**config.mk**
```make
export PLATFORM = sky130hd
export DESIGN_NAME = cmsu_clock_mode_switch_unit
export DESIGN_NICKNAME = d
export VERILOG_FILES = /design/src/include/cmsu_pkg.sv /design/src/hdl/cmsu_clock_mode_switch_unit.sv
export VERILOG_INCLUDE_DIRS = /design/src /design/src/include
export SDC_FILE = /design/constraint.sdc
export NUM_CORES = 1
export LEC_CHECK = 0
export BUFFER_PORTS_ARGS = -buffer_cell sky130_fd_sc_hd__buf_4
export CORE_UTILIZATION = 40
export CTS_CLUSTER_DIAMETER = 30
export DETAILED_ROUTE_END_ITERATION = 16
export PLACE_DENSITY_LB_ADDON = 0.25
export SKIP_CTS_REPAIR_TIMING = 1
export SLEW_MARGIN = 20
export SYNTH_ARGS = -nofsm -noshare
export SYNTH_HDL_FRONTEND = slang
export SYNTH_SLANG_ARGS = --single-unit
```
**constraint.sdc**
```tcl
create_clock -name clk_in -period 2.9 [get_ports clk_in]
set_clock_uncertainty 0.15 [all_clocks]
set_input_delay 0.29 -clock clk_in [delete_from_list [all_inputs] [get_ports clk_in]]
set_output_delay 0.29 -clock clk_in [all_outputs]
set_load 0.01 [all_outputs]
```
**src/include/cmsu_regs.svh**
```systemverilog
// Register map, reset values, write masks, source codes, loop factors and timing counts
// Assumes inclusion by the clock mode switch unit and its package users
`ifndef CMSU_REGS_SVH
`define CMSU_REGS_SVH

// Register indices on the plain register port
`define CMSU_SRC_OFS      3'h0
`define CMSU_OSC_OFS      3'h1
`define CMSU_LOOP_OFS     3'h2
`define CMSU_STAT_OFS     3'h3

// Reset values: internal reference, loop output, output divide by two
`define CMSU_SRC_RST      8'h04
`define CMSU_OSC_RST      8'h40
`define CMSU_LOOP_RST     8'h00
`define CMSU_IREF_RST     2'h1

// Writable bits; the rest read as zero
`define CMSU_SRC_WMASK    8'hFC
`define CMSU_OSC_WMASK    8'hFE
`define CMSU_LOOP_WMASK   8'h4F

// Output source codes
`define CMSU_SRC_LOOP     2'h0
`define CMSU_SRC_INT      2'h1
`define CMSU_SRC_EXT      2'h2
`define CMSU_SRC_PLL      2'h3

// Loop factors and bus divide
`define CMSU_FLL_MULT     11'h400
`define CMSU_PLL_STEP     2
`define CMSU_BUS_SHIFT    1

// Settling counts in clk_in cycles
`define CMSU_SWITCH_CYC   16'h0004
`define CMSU_OSC_INIT_CYC 16'h0400
`define CMSU_LOCK_CYC     16'h0200

`endif

```
**src/include/cmsu_pkg.sv**
```systemverilog
// Types of the clock mode switch unit
// Assumes cmsu_regs.svh holds the numbers
package cmsu_pkg;

	typedef struct packed {
		logic [1:0] out_div;
		logic       range_hi;
		logic       gain_hi;
		logic       low_power;
		logic       crystal;
		logic       ext_ref_en;
		logic       unused0;
	} cmsu_osc_ctl_t;

	typedef struct packed {
		logic [1:0] out_sel;
		logic [2:0] ref_div;
		logic       int_ref;
		logic [1:0] unused;
	} cmsu_src_ctl_t;

	typedef struct packed {
		logic       unused7;
		logic       loop_sel;
		logic [1:0] unused;
		logic [3:0] loop_mult;
	} cmsu_loop_ctl_t;

	typedef struct packed {
		logic       unused7;
		logic       lock;
		logic       pll_st;
		logic       iref_st;
		logic [1:0] out_st;
		logic       osc_ready;
		logic       unused0;
	} cmsu_status_t;

	typedef struct packed {
		logic range_hi;
		logic gain_hi;
		logic crystal;
		logic ext_ref_en;
	} cmsu_osc_pins_t;

	typedef enum logic [3:0] {
		CMSU_FEI, CMSU_FEE, CMSU_FBI, CMSU_FBE, CMSU_PEE,
		CMSU_PBE, CMSU_LOW_POWER_BYPASS_INTERNAL, CMSU_LOW_POWER_BYPASS_EXTERNAL
	} cmsu_mode_t;

endpackage

```
**src/hdl/cmsu_clock_mode_switch_unit.sv**
```systemverilog
// Clock mode switch unit: control registers, status tracking, loop enables
// Assumes a single clk_in domain and a plain one-cycle register port
//
// Operation
// - Output divider at control bits 7:6; zero divides by one.
// - Bit 5 picks high range, bit 4 picks high gain oscillator.
// - Bit 2 selects crystal; bit 1 keeps external reference active.
// - Oscillator ready status reads one after crystal initialisation finishes.
// - Output select 00 loop, 01 internal, 10 external reference.
// - Reference divider bits 5:3 divide by two to the power of field.
// - Reference select bit 2: clear external, set internal.
// - Reference status zero for external, one once internal is active.
// - Output status shows FLL, internal, external or PLL actually driving.
// - Loop select bit 6 picks PLL; multiplier ignored under FLL.
// - Multiplier bits 3:0; value four makes PLL multiply by sixteen.
// - Loop status bit set when PLL is loop source.
// - Lock status sets once the selected loop has locked.
// - Low power bit in a bypass mode enters low power bypass; clearing resumes loop.
// - Low power bypass disables both loops; settings only prepared.
// - FBE, and FBI with the FLL selected, keep the FLL running and able to lock.
// - Bus clock is generated clock halved; PLL ratio is ext/R*M/B.
// - Reset enters FLL engaged internal mode with divide by two.
//
// Implementation choices: the address map and strobed register access.
`timescale 1ns/100ps
`include "cmsu_regs.svh"

module cmsu_clock_mode_switch_unit #(
	parameter logic [15:0] SW_CYC   = `CMSU_SWITCH_CYC,
	parameter logic [15:0] OSC_CYC  = `CMSU_OSC_INIT_CYC,
	parameter logic [15:0] LOCK_CYC = `CMSU_LOCK_CYC
) (
	input  wire logic                    clk_in,      // 200 MHz clock
	input  wire logic                    rst_n_in,    // Synchronous reset
	input  wire logic [2:0]              addr_in,     // Register index
	input  wire logic [7:0]              wdata_in,    // Write data
	input  wire logic                    wr_in,       // Write strobe
	input  wire logic                    rd_in,       // Read strobe
	output logic      [7:0]              rdata_out,   // Read data, next cycle
	output cmsu_pkg::cmsu_mode_t         mode_out,    // Current clock mode
	output logic      [1:0]              gen_src_out, // Source on generated clock
	output logic                         fll_en_out,  // FLL running
	output logic                         pll_en_out,  // PLL running
	output logic                         osc_en_out,  // Oscillator running
	output cmsu_pkg::cmsu_osc_pins_t     osc_cfg_out, // Oscillator setup
	output logic      [7:0]              ref_div_out, // Reference divide ratio
	output logic      [10:0]             mult_out,    // Loop multiply ratio
	output logic      [7:0]              out_div_out, // Output divide ratio
	output logic      [8:0]              bus_div_out  // Bus divide ratio
);

	cmsu_pkg::cmsu_osc_ctl_t  osc_reg,  osc_next;
	cmsu_pkg::cmsu_src_ctl_t  src_reg,  src_next;
	cmsu_pkg::cmsu_loop_ctl_t loop_reg, loop_next;
	cmsu_pkg::cmsu_status_t   stat;
	logic [7:0]  rdata_reg, rdata_next;

	// Register port
	always_comb begin
		osc_next   = osc_reg;
		src_next   = src_reg;
		loop_next  = loop_reg;
		rdata_next = 8'h00;
		if (wr_in) begin
			case (addr_in)
				`CMSU_SRC_OFS:  src_next  = wdata_in & `CMSU_SRC_WMASK;
				`CMSU_OSC_OFS:  osc_next  = wdata_in & `CMSU_OSC_WMASK;
				`CMSU_LOOP_OFS: loop_next = wdata_in & `CMSU_LOOP_WMASK;
				default: ;
			endcase
		end
		if (rd_in) begin
			case (addr_in)
				`CMSU_SRC_OFS:  rdata_next = src_reg;
				`CMSU_OSC_OFS:  rdata_next = osc_reg;
				`CMSU_LOOP_OFS: rdata_next = loop_reg;
				`CMSU_STAT_OFS: rdata_next = stat;
				default:        rdata_next = 8'h00;
			endcase
		end
	end

	always_ff @(posedge clk_in) begin
		if (!rst_n_in) begin
			osc_reg   <= `CMSU_OSC_RST;
			src_reg   <= `CMSU_SRC_RST;
			loop_reg  <= `CMSU_LOOP_RST;
			rdata_reg <= 8'h00;
		end else begin
			osc_reg   <= osc_next;
			src_reg   <= src_next;
			loop_reg  <= loop_next;
			rdata_reg <= rdata_next;
		end
	end

	// Oscillator start-up
	logic        osc_on;
	logic        osc_ready_reg, osc_ready_next;
	logic [15:0] osc_cnt_reg, osc_cnt_next;

	assign osc_on = osc_reg.ext_ref_en | ~src_reg.int_ref
		| (src_reg.out_sel == `CMSU_SRC_EXT);

	always_comb begin
		osc_ready_next = osc_ready_reg;
		osc_cnt_next   = osc_cnt_reg;
		if (!osc_on || !osc_reg.crystal) begin
			osc_ready_next = 1'b0;
			osc_cnt_next   = 16'h0000;
		end else if (!osc_ready_reg) begin
			if (osc_cnt_reg == OSC_CYC - 16'h0001) begin
				osc_ready_next = 1'b1;
			end else begin
				osc_cnt_next = osc_cnt_reg + 16'h0001;
			end
		end
	end

	always_ff @(posedge clk_in) begin
		if (!rst_n_in) begin
			osc_ready_reg <= 1'b0;
			osc_cnt_reg   <= 16'h0000;
		end else begin
			osc_ready_reg <= osc_ready_next;
			osc_cnt_reg   <= osc_cnt_next;
		end
	end

	// Switch trackers: 0 reference, 1 loop, 2 output source
	logic [1:0]  trk_tgt [3];
	logic        trk_ok [3];
	logic [1:0]  trk_cur_reg [3];
	logic [1:0]  trk_cur_next [3];
	logic [15:0] trk_cnt_reg [3];
	logic [15:0] trk_cnt_next [3];

	always_comb begin
		trk_tgt[0] = {1'b0, src_reg.int_ref};
		trk_ok[0]  = src_reg.int_ref | osc_ready_reg | ~osc_reg.crystal;
		trk_tgt[1] = {1'b0, loop_reg.loop_sel};
		trk_ok[1]  = 1'b1;
		case (src_reg.out_sel)
			`CMSU_SRC_LOOP: trk_tgt[2] = trk_cur_reg[1][0] ? `CMSU_SRC_PLL
				: `CMSU_SRC_LOOP;
			`CMSU_SRC_INT:  trk_tgt[2] = `CMSU_SRC_INT;
			`CMSU_SRC_EXT:  trk_tgt[2] = `CMSU_SRC_EXT;
			default:        trk_tgt[2] = trk_cur_reg[2];
		endcase
		trk_ok[2] = 1'b1;
	end

	// Settling delay keeps status behind the real source
	generate
		for (genvar g = 0; g < 3; g++) begin : g_trk
			always_comb begin
				trk_cur_next[g] = trk_cur_reg[g];
				trk_cnt_next[g] = 16'h0000;
				if (trk_cur_reg[g] != trk_tgt[g] && trk_ok[g]) begin
					if (trk_cnt_reg[g] == SW_CYC - 16'h0001) begin
						trk_cur_next[g] = trk_tgt[g];
					end else begin
						trk_cnt_next[g] = trk_cnt_reg[g] + 16'h0001;
					end
				end
			end

			always_ff @(posedge clk_in) begin
				if (!rst_n_in) begin
					trk_cur_reg[g] <= (g == 0) ? `CMSU_IREF_RST : 2'h0;
					trk_cnt_reg[g] <= 16'h0000;
				end else begin
					trk_cur_reg[g] <= trk_cur_next[g];
					trk_cnt_reg[g] <= trk_cnt_next[g];
				end
			end
		end
	endgenerate

	logic       iref_st;
	logic       pll_st;
	logic [1:0] out_st;
	logic       lp_act;
	logic       loop_on;

	assign iref_st = trk_cur_reg[0][0];
	assign pll_st  = trk_cur_reg[1][0];
	assign out_st  = trk_cur_reg[2];
	assign lp_act  = osc_reg.low_power
		& (out_st == `CMSU_SRC_INT || out_st == `CMSU_SRC_EXT);
	assign loop_on = ~lp_act;

	// Lock: any change of reference, divider or loop select restarts acquisition; a multiplier change does so only under the PLL
	logic [8:0]  key;
	logic [8:0]  key_reg;
	logic        lock_reg, lock_next;
	logic [15:0] lock_cnt_reg, lock_cnt_next;

	assign key = {iref_st, pll_st, src_reg.ref_div,
		loop_reg.loop_mult & {4{pll_st}}};

	always_comb begin
		lock_next     = lock_reg;
		lock_cnt_next = lock_cnt_reg;
		if (!loop_on || key != key_reg) begin
			lock_next     = 1'b0;
			lock_cnt_next = 16'h0000;
		end else if (!lock_reg) begin
			if (lock_cnt_reg == LOCK_CYC - 16'h0001) begin
				lock_next = 1'b1;
			end else begin
				lock_cnt_next = lock_cnt_reg + 16'h0001;
			end
		end
	end

	always_ff @(posedge clk_in) begin
		if (!rst_n_in) begin
			key_reg      <= 9'h000;
			lock_reg     <= 1'b0;
			lock_cnt_reg <= 16'h0000;
		end else begin
			key_reg      <= key;
			lock_reg     <= lock_next;
			lock_cnt_reg <= lock_cnt_next;
		end
	end

	always_comb begin
		stat           = '0;
		stat.lock      = lock_reg;
		stat.pll_st    = pll_st;
		stat.iref_st   = iref_st;
		stat.out_st    = out_st;
		stat.osc_ready = osc_ready_reg;
	end

	// Registered outputs
	cmsu_pkg::cmsu_mode_t     mode_reg, mode_next;
	cmsu_pkg::cmsu_osc_pins_t pins_reg, pins_next;
	logic [1:0]  src_o_reg, src_o_next;
	logic        fll_reg, fll_next;
	logic        pll_reg, pll_next;
	logic        osc_o_reg, osc_o_next;
	logic [7:0]  reference_divider_reg, reference_divider_next;
	logic [10:0] mult_reg, mult_next;
	logic [7:0]  output_divider_reg, output_divider_next;
	logic [8:0]  bus_reg, bus_next;

	always_comb begin
		case (out_st)
			`CMSU_SRC_LOOP: mode_next = iref_st ? cmsu_pkg::CMSU_FEI
				: cmsu_pkg::CMSU_FEE;
			`CMSU_SRC_PLL:  mode_next = cmsu_pkg::CMSU_PEE;
			`CMSU_SRC_INT:  mode_next = lp_act ? cmsu_pkg::CMSU_LOW_POWER_BYPASS_INTERNAL
				: cmsu_pkg::CMSU_FBI;
			default: begin
				if (lp_act) begin
					mode_next = cmsu_pkg::CMSU_LOW_POWER_BYPASS_EXTERNAL;
				end else begin
					mode_next = pll_st ? cmsu_pkg::CMSU_PBE : cmsu_pkg::CMSU_FBE;
				end
			end
		endcase
		pins_next.range_hi   = osc_reg.range_hi;
		pins_next.gain_hi    = osc_reg.gain_hi;
		pins_next.crystal    = osc_reg.crystal;
		pins_next.ext_ref_en = osc_reg.ext_ref_en;
		src_o_next = out_st;
		fll_next   = loop_on & ~pll_st;
		pll_next   = loop_on & pll_st;
		osc_o_next = osc_on;
		reference_divider_next  = 8'h01 << src_reg.ref_div;
		case (out_st)
			`CMSU_SRC_PLL:  mult_next = 11'({7'h00, loop_reg.loop_mult}
				<< `CMSU_PLL_STEP);
			`CMSU_SRC_LOOP: mult_next = `CMSU_FLL_MULT;
			default:        mult_next = 11'h001;
		endcase
		output_divider_next  = 8'h01 << osc_reg.out_div;
		bus_next   = 9'({1'b0, output_divider_next} << `CMSU_BUS_SHIFT);
	end

	always_ff @(posedge clk_in) begin
		if (!rst_n_in) begin
			mode_reg  <= cmsu_pkg::CMSU_FEI;
			pins_reg  <= '0;
			src_o_reg <= 2'h0;
			fll_reg   <= 1'b1;
			pll_reg   <= 1'b0;
			osc_o_reg <= 1'b0;
			reference_divider_reg  <= 8'h01;
			mult_reg  <= `CMSU_FLL_MULT;
			output_divider_reg  <= 8'h02;
			bus_reg   <= 9'h004;
		end else begin
			mode_reg  <= mode_next;
			pins_reg  <= pins_next;
			src_o_reg <= src_o_next;
			fll_reg   <= fll_next;
			pll_reg   <= pll_next;
			osc_o_reg <= osc_o_next;
			reference_divider_reg  <= reference_divider_next;
			mult_reg  <= mult_next;
			output_divider_reg  <= output_divider_next;
			bus_reg   <= bus_next;
		end
	end

	assign rdata_out   = rdata_reg;
	assign mode_out    = mode_reg;
	assign osc_cfg_out = pins_reg;
	assign gen_src_out = src_o_reg;
	assign fll_en_out  = fll_reg;
	assign pll_en_out  = pll_reg;
	assign osc_en_out  = osc_o_reg;
	assign ref_div_out = reference_divider_reg;
	assign mult_out    = mult_reg;
	assign out_div_out = output_divider_reg;
	assign bus_div_out = bus_reg;
endmodule

```
* Yosys cells after proc, flatten, opt, wreduce, memory -nomap -nowiden
Memories as Yosys holds them, arrays and structs flattened.
Index checks and enable logic that the tools add are counted.
** Word-level totals
- Flip-flop bits (word level) :: 110
- Word-level logic and storage cells :: 129
- Memories :: 2
- Bits in writable memories :: 54
** Memories
- trk_cnt_reg :: depth 3, bits a word 16, rd ports 3, clocked after memory_dff 0, wr ports 3, line cmsu_clock_mode_switch_unit.sv:135 : logic [15:0] trk_cnt_reg [3];
- trk_cur_reg :: depth 3, bits a word 2, rd ports 3, clocked after memory_dff 0, wr ports 3, line cmsu_clock_mode_switch_unit.sv:133 : logic [1:0] trk_cur_reg [3];
** Cells by class
- Reductions and logical operators :: 17
- Add/sub/neg operators :: 5
- Equal/unequal tests :: 17
- Mux-type cells :: 33
- Bitwise logic cells :: 23
- Shift-type cells :: 2
** Operators with widths (number)
- $mux 16 :: 9
- $add 16x1->16 const B :: 5
- $eq 16x2->1 const B :: 3
- $pmux 8 s4 :: 1
- $pmux 11 s2 :: 1
- $mux 2 :: 10
- $eq 16x10->1 const B :: 1
- $eq 16x9->1 const B :: 1
- $reduce_and 2->1 :: 6
- $or 1x1->1 :: 10
- $mux 3 :: 3
- $ne 9x9->1 :: 1
- $not 1->1 :: 9
- $pmux 3 s3 :: 1
- $shl 1x2->8 const A :: 1
- $shl 1x3->8 const A :: 1
- $mux 1 :: 7
- $eq 2x2->1 const B :: 3
- $eq 3x2->1 const B :: 2
- $pmux 2 s3 :: 1
- $and 4x4->4 :: 1
- $eq 2x1->1 const B :: 2
- $logic_not 2->1 :: 2
- $ne 2x1->1 :: 2
- 8 further kinds :: 14

* Longest topological paths before layout
Gate-level depths: netlist of run 1.
- Depth after elaboration :: 6
- Depth in mapped cells :: 8
- Gate-level depth less buffers :: 6

* Worst setup path after synthesis of run 1
OpenSTA, ideal clock, no wires.
- Path type :: register -> register
- Start point :: memory trk_cur_reg[2][0]
- End point :: register lock_cnt_reg[10]
- Required time :: 2664 ps
- Setup time :: 86 ps
- Cell stages (with the launch flop) :: 9
- Buffers on the path :: 2
- Arrival time :: 2041 ps
- Path slack :: 623 ps
- Path through :: dfxtp_1 -> inv_1 -> ha_1 -> nand2_1 -> nand3_1 -> or4_1 -> buf_2 -> buf_2 -> a211oi_1
** RTL lines
- start, declared :: line cmsu_clock_mode_switch_unit.sv:133
- end signal, assigned :: line cmsu_clock_mode_switch_unit.sv:225 : lock_cnt_reg <= lock_cnt_next;
- end, declared :: line cmsu_clock_mode_switch_unit.sv:197 : logic [15:0] lock_cnt_reg, lock_cnt_next;

==> impl_results.md, run 1 <==
- Status: complete, but fails checks
- Design Area, Final: about 0.008 sq mm
- CTS tree: yes
- Worst min-delay path class: in -> reg
- Synthesized netlist cell count: 735
- Routability cong.: 0.773
- Vias in the first global route: between 5000 and 6000
- Reg-to-Reg End: lock_cnt_reg[2]
- Final period utilization: 92.6%
- DRC viols: 0
- Worst Hold Launch: wdata_in[0]
- Hold Violations, Final: 2
- Layout cells sized above 1: 14.1%
- Initial DRC count: 293
- Antenna cells: 0
- Via-to-Cell Ratio: ~5.3
- Die Span X: ~130 um
- Ys async rst share: 0%
- Peak supply drop: 0.411 mV
- Commonest non-fill, non-tap cell in the layout: dfxtp_1
- WHS Endpoint: loop_reg[0]
- Worst-path clk slew: 0.06 ns
- Max_cap viols: 0
- EDFF count, synth: 0
- Layout area overhead: 16.9%
- Fin crit period: about 2.7 ns
- Initial antenna violation count: 0
- Root buf cell: clkbuf_16
- Clock insertion delay at the later pin of the skew report: 0.43 ns
- Share of the synthesized area in the top cell type: about 45%
- Slew headroom: 49.3%
- Post-Route WL: 14400 um
- Worst path required time: 3.09 ns
- Synth Cell Area: ~0.0067 sq mm
- DP Area: 0.00723 sq mm
- Hold Path Depth: 3
- Slew Viols, Final: 0
- First-pass GRT wire length: 24200 um
- R2r startpoint: trk_cur_reg[2][1]
- DR WL/cell: 14.3 um
- P_leak: 2.79 nW
- Worst setup SP type: flop
- Synth Flop Type: dfxtp_1
- #FFs+latches synth: 151
- Setup violators final: 0
- Num CTS Buffers: 17
- Worst reg-to-reg setup slack: 0.22 ns
- Synth top area cells: dfxtp_1 (45%), mux2i_1 (3.9%), nor2_1 (3.6%), nand2_1 (3.1%), xnor2_1 (3.1%)
- Initial Util: 40.7%
- Largest net degree at the start of global routing: 22
- Power density over cell area: 565 mW/mm^2
- Syn avg cell area: 9.15 sq um
- Worst-path cell chain: inv_1 -> ha_1 -> nand2_1 -> nand3_1 -> or4_1 -> nor4_2
- GRT Total Usage: about 17%
- Detailed placement HPWL: ~10000 um
- Seq/Total Area, Yosys: around 45%
- Final setup TNS: 0 ns
- I/O pin cnt: 72
- CTS max path bufs: 2
- RSZ-0062 raised after global routing: false
- Post-layout util: between 40% and 50%
- CP max stage delay: 0.89 ns
- Hold slack: -0.00872 ns
- Max reg flops: 48
- Cell taking the most area after synthesis: dfxtp_1
- Arrival @ worst endpoint: 2.87 ns
- Failing checks: negative hold slack
- Post-synthesis cell type count: 59
- Setup CP Type: reg -> reg
- Worst path slowest cell: or4_1
- Fill cell count: roughly 1600
- Slew @ Worst Pin: between 0.7 and 0.8 ns
- H-tree lvl count: 4
- Worst r2r path cells: 6
- Final #Nets: roughly 810
- Die extent in y: roughly 130 um
- Drt first pass iters: 6
- Synth warn: 0
- TritonCTS Sinks: 151
- Worst Setup End Kind: flop
- Port Buf Inserts: 56
- Die area: 0.0173 sq mm
- Remaining antenna violation count: 0
- Most frequent cells in the layout: dfxtp_1 (151), buf_4 (65), nor2_1 (64)
- Remaining global-route overflow: 0
- Core area: ~0.017 sq mm
- Max Clk Rate: 373 MHz
- Routed vias: 5324
- Placement row count: 47
- Critical Path Fanout Max: 17
## through the flow
stage | hold slack, ns | instances | power, W | setup slack (ns)
5_1_grt | 0.000698 | 1012 | 0.00458 | 0.0208
3_5_place_dp | 0.302 | 977 | 0.00226 | 0.220
2_1_floorplan | 0.276 | 749 | 0.00223 | 0.623
6_report | -0.00872 | 1012 | 0.00444 | 0.216
4_1_cts | -0.0380 | 1008 | 0.00449 | 0.218
3_3_place_gp | 0.289 | 977 | 0.00226 | 0.366
## where the power goes
group | internal (W) | total (W) | switching, W
clock | 0.00137 | 0.00222 | 0.000852
sequential | 0.00209 | 0.00210 | 0.0000131
combinational | 0.0000504 | 0.000120 | 0.0000694
## cell type report
| cell class | instances | area, sq um | share of cell area (%) |
|---|---|---|---|
| Multi-Input combinational cell | 523 | 3370 | 42.9 |
| Timing Repair Buffer | 69 | 528 | 6.71 |
| Clock buffer | 19 | 443 | 5.63 |
| Inverter | 18 | 67.6 | 0.859 |
| Sequential cell | 151 | 3020 | 38.4 |
| Tap cell | 220 | 275 | 3.50 |
| Clock inverter | 12 | 154 | 1.96 |
## critical path: cells and delay by family, from the launching register on
kind | cells | cell delay (ns)
and+or+nand+nor | 4 | 1.50
DFF | 1 | 0.49
adders and majority gates | 1 | 0.33
buffers and inverters | 1 | 0.13
## Yosys cell counts (6+ instances only)
cell / n
dfxtp_1: 151
nor2_1: 64
nand2_1: 56
clkbuf_1: 31
mux2i_1: 26
nand3_1: 26
nand4_1: 26
a21oi_1: 24
xnor2_1: 24
xor2_1: 22
o21ai_0: 21
or4_1: 21
buf_4: 19
inv_1: 18
and2_1: 15
nor2b_1: 15
and3_1: 13
nor3_1: 13
o31ai_1: 13
or3_1: 12
nor4_1: 11
ha_1: 10
a211oi_1: 8
and4_1: 8
nand2b_1: 8
a211oi_2: 6
a21boi_0: 6
nor3b_1: 6
## per-layer routing
metal	wire [um]	global-route usage, %
met4	243	6.85
met5	0	0
met1	6700	21.8
met3	528	4.40
met2	6960	28.5
## kinds of logic (layout without fill, tap and decap cells)
| family | Yosys count | in the layout | synth area share [%] |
|---|---|---|---|
| AND/OR/NAND/NOR | 315 | 315 | 25.8 |
| buffers and inverters | 75 | 118 | 5.67 |
| AO/OA/AOI/OAI | 110 | 110 | 11.7 |
| multiplexers | 27 | 27 | 4.04 |
| other | 1 | 15 | 0.0558 |
| XOR/XNOR | 46 | 46 | 5.99 |
| flip-flops | 151 | 151 | 44.9 |
| adder cells (fa/ha/maj) | 10 | 10 | 1.86 |
## how the worst max path moves through the flow
stage | to | startpoint | depth (start not counted)
after floorplan | lock_cnt_reg[10] | trk_cur_reg[2][0] | 8
after global placement | lock_cnt_reg[2] | trk_cur_reg[2][1] | 6
after detailed placement | lock_cnt_reg[2] | trk_cur_reg[2][1] | 6
after CTS | lock_cnt_reg[2] | trk_cur_reg[2][1] | 6
after global routing | lock_cnt_reg[8] | trk_cur_reg[2][1] | 6
final | lock_cnt_reg[2] | trk_cur_reg[2][1] | 6
No activity file was read; power rests on OpenSTA's default activity.
==> inputs of run 2 (changes only) <==
- REMOVE_ABC_BUFFERS: unset -> 1
==> run 2 against run 1 <==
  * The flow still finishes with violations (negative hold slack)
  * Register-to-register slack gained 0.16 ns
  * Combinational power increased by 3%
  * Via count decreased by 0.41%
  * Hold slack improved by 0.0040 ns
  * Maximum frequency is 6.5% higher
  * Sequential share of layout area is 0.42 points lower
  * Critical path type unchanged
==> impl_results.md, run 2 (synthesis gave the netlist of run 1 again) <==
- Status: complete, but fails checks (unchanged)
- Failing checks: negative hold slack (unchanged)
- Worst path slowest cell: or4_1 (unchanged)
- Final period utilization: 86.9% (was 92.6%)
- Layout cells sized above 1: 14.4% (was 14.1%)
- Post-layout worst setup margin: 0.380 ns (was 0.216 ns)
- Final cell count without fillers: 1014 (was 1012)
- Critical Path Fanout Max: 17 (unchanged)
- Worst path required time: 3.08 ns (was 3.09 ns)
- Antenna cells: 0 (unchanged)
- Worst setup SP type: flop (unchanged)
- Area of the multi-input gates: 0.00337 sq mm (unchanged)
- Max reg flops: 48 (unchanged)
- Slew @ Worst Pin: 0.753 ns (was 0.758 ns)
- Power density over cell area: 591 mW/mm^2 (was 565 mW/mm^2)
- GR Layer Usage met3: 4.86% (was 4.40%)
- Initial Util: 40.7% (unchanged)
- Largest net degree at the start of global routing: 32 (was 22)
- Worst-path clk slew: 0.06 ns (about the same)
- Remaining global-route overflow: 0 (unchanged)
- H-tree lvl count: 4 (unchanged)
- Slew Viols, Final: 0 (unchanged)
- Routability cong.: 0.781 (was 0.773)
- P_leak: 2.84 nW (was 2.79 nW)
- Fin crit period: 2.52 ns (was 2.68 ns)
- CTS max path bufs: 2 (unchanged)
- Post-layout util: 48.1% (was 47.6%)
- Post-Route WL: 14200 um (was 14400 um)
- Via-to-Cell Ratio: 5.23 (was 5.26)
- Hold Violations, Final: 1 (was 2)
- Worst Setup End Kind: flop (unchanged)
- CTS tree: yes (unchanged)
- DRC viols: 0 (unchanged)
- Peak supply drop: 0.402 mV (was 0.411 mV)
- Remaining antenna violation count: 0 (unchanged)
- Final setup TNS: 0 ns (unchanged)
- Commonest non-fill, non-tap cell in the layout: dfxtp_1 (unchanged)
- CP max stage delay: 0.55 ns (was 0.89 ns)
- Placement row count: 47 (unchanged)
- Most frequent cells in the layout: dfxtp_1 (151), nor2_1 (64), buf_4 (64) (was dfxtp_1 (151), buf_4 (65), nor2_1 (64))
- Slew headroom: 49.6% (was 49.3%)
- Drt first pass iters: 4 (was 6)
- Port Buf Inserts: 56 (unchanged)
- Max_cap viols: 0 (unchanged)
- GRT Total Usage: 16.9% (was 17.4%)
- Hold slack: -0.00474 ns (was -0.00872 ns)
- Clock insertion delay at the later pin of the skew report: 0.42 ns (was 0.43 ns)
- WP buf/inv: 2 (was 1)
- Die extent in y: 132 um (unchanged)
- Die Span X: 132 um (unchanged)
- Num CTS Buffers: 17 (unchanged)
- Root buf cell: clkbuf_16 (unchanged)
- Initial DRC count: 277 (was 293)
- Layout area overhead: 18.2% (was 16.9%)
- Die area: 0.0173 sq mm (unchanged)
- Routed vias: 5302 (was 5324)
- DR WL/cell: 14.0 um (was 14.3 um)
- Initial antenna violation count: 0 (unchanged)
- Vias in the first global route: 4952 (was 5017)
- Reg area: 0.00302 sq mm (unchanged)
- Worst-path cell chain: inv_1 -> ha_1 -> nand2_1 -> nand3_1 -> or4_1 -> buf_4 -> nor4_2 (was inv_1 -> ha_1 -> nand2_1 -> nand3_1 -> or4_1 -> nor4_2)
- Cell family with most CP delay: simple AND/OR/NAND/NOR gates (unchanged)
- Setup violators final: 0 (unchanged)
- Global Route met2 Usage: 28.5% (about the same)
- Fill cell count: 1558 (was 1562)
- Final #Nets: 806 (was 805)
- Core area: 0.0165 sq mm (unchanged)
- TritonCTS Sinks: 151 (unchanged)
- I/O pin cnt: 72 (unchanged)
- Max Clk Rate: 397 MHz (was 373 MHz)
- Worst min-delay path class: in -> reg (unchanged)
- Arrival @ worst endpoint: 2.70 ns (was 2.87 ns)
- First-pass GRT wire length: 23700 um (was 24200 um)
- Detailed placement HPWL: 10000 um (was 10300 um)
- GR Util met1: 20.6% (was 21.8%)
- Global routing's busiest layer: met2 (unchanged)
- Setup CP Type: reg -> reg (unchanged)
- Pre-CTS setup slack: 0.363 ns (was 0.220 ns)
- RSZ-0062 raised after global routing: false (unchanged)
- DP Cell Count: 976 (was 977)
[run 2: changes by cell type in the layout (fill, tap and decap cells not counted), sizes merged]
cell,previous run,this run
dlygate4sd3,4,5
buf,65,64
clkinvlp,3,2
clkinv,6,3
inv,18,19
clkbuf,19,22
bufinv,3,5
[run 2: where the power goes]
part | internal (W) | switching (W)
clock | 0.00162 | 0.000852
sequential | 0.00209 | 0.0000134
combinational | 0.0000525 | 0.0000712
[run 2: area by class of cell]
class	instances	area share, %
multi-input cells	523	42.4
flip-flops and latches	151	38.0
repair buffers	70	6.77
clock buffers	21	6.04
well taps	220	3.46
clock inverters	11	2.42
inverters	18	0.850
[run 2: final timing paths]
path                                   startpoint           endpoint  slack, ns  cells past startpoint
worst max-delay path            trk_cur_reg[2][0]    lock_cnt_reg[2]       0.38                      7
worst min-delay path                  wdata_in[5]         osc_reg[5]     -0.005                      3
worst max register to register  trk_cur_reg[2][0]    lock_cnt_reg[2]       0.38                      7
worst min register to register  trk_cnt_reg[0][0]  trk_cnt_reg[0][0]       0.31                      1
[run 2: worst min-delay path: stages]
cell      delay (ns)
buf_4           0.12
nand2_1         0.04
a21boi_0        0.06
[run 2: through the flow]
step | cell area, sq um | power (W)
floorplan | 6460 | 0.00220
global placement | 7220 | 0.00226
detailed placement | 7220 | 0.00226
CTS | 7890 | 0.00474
global route | 7950 | 0.00484
finish | 7950 | 0.00470
[run 2: metal layers]
layer	vias up	share of wire, %	wire, um
li1	2684	-	-
met1	2543	46	6590
met5	-	0	0
met3	15	2.9	415
met4	0	1.5	208
met2	60	49	7020
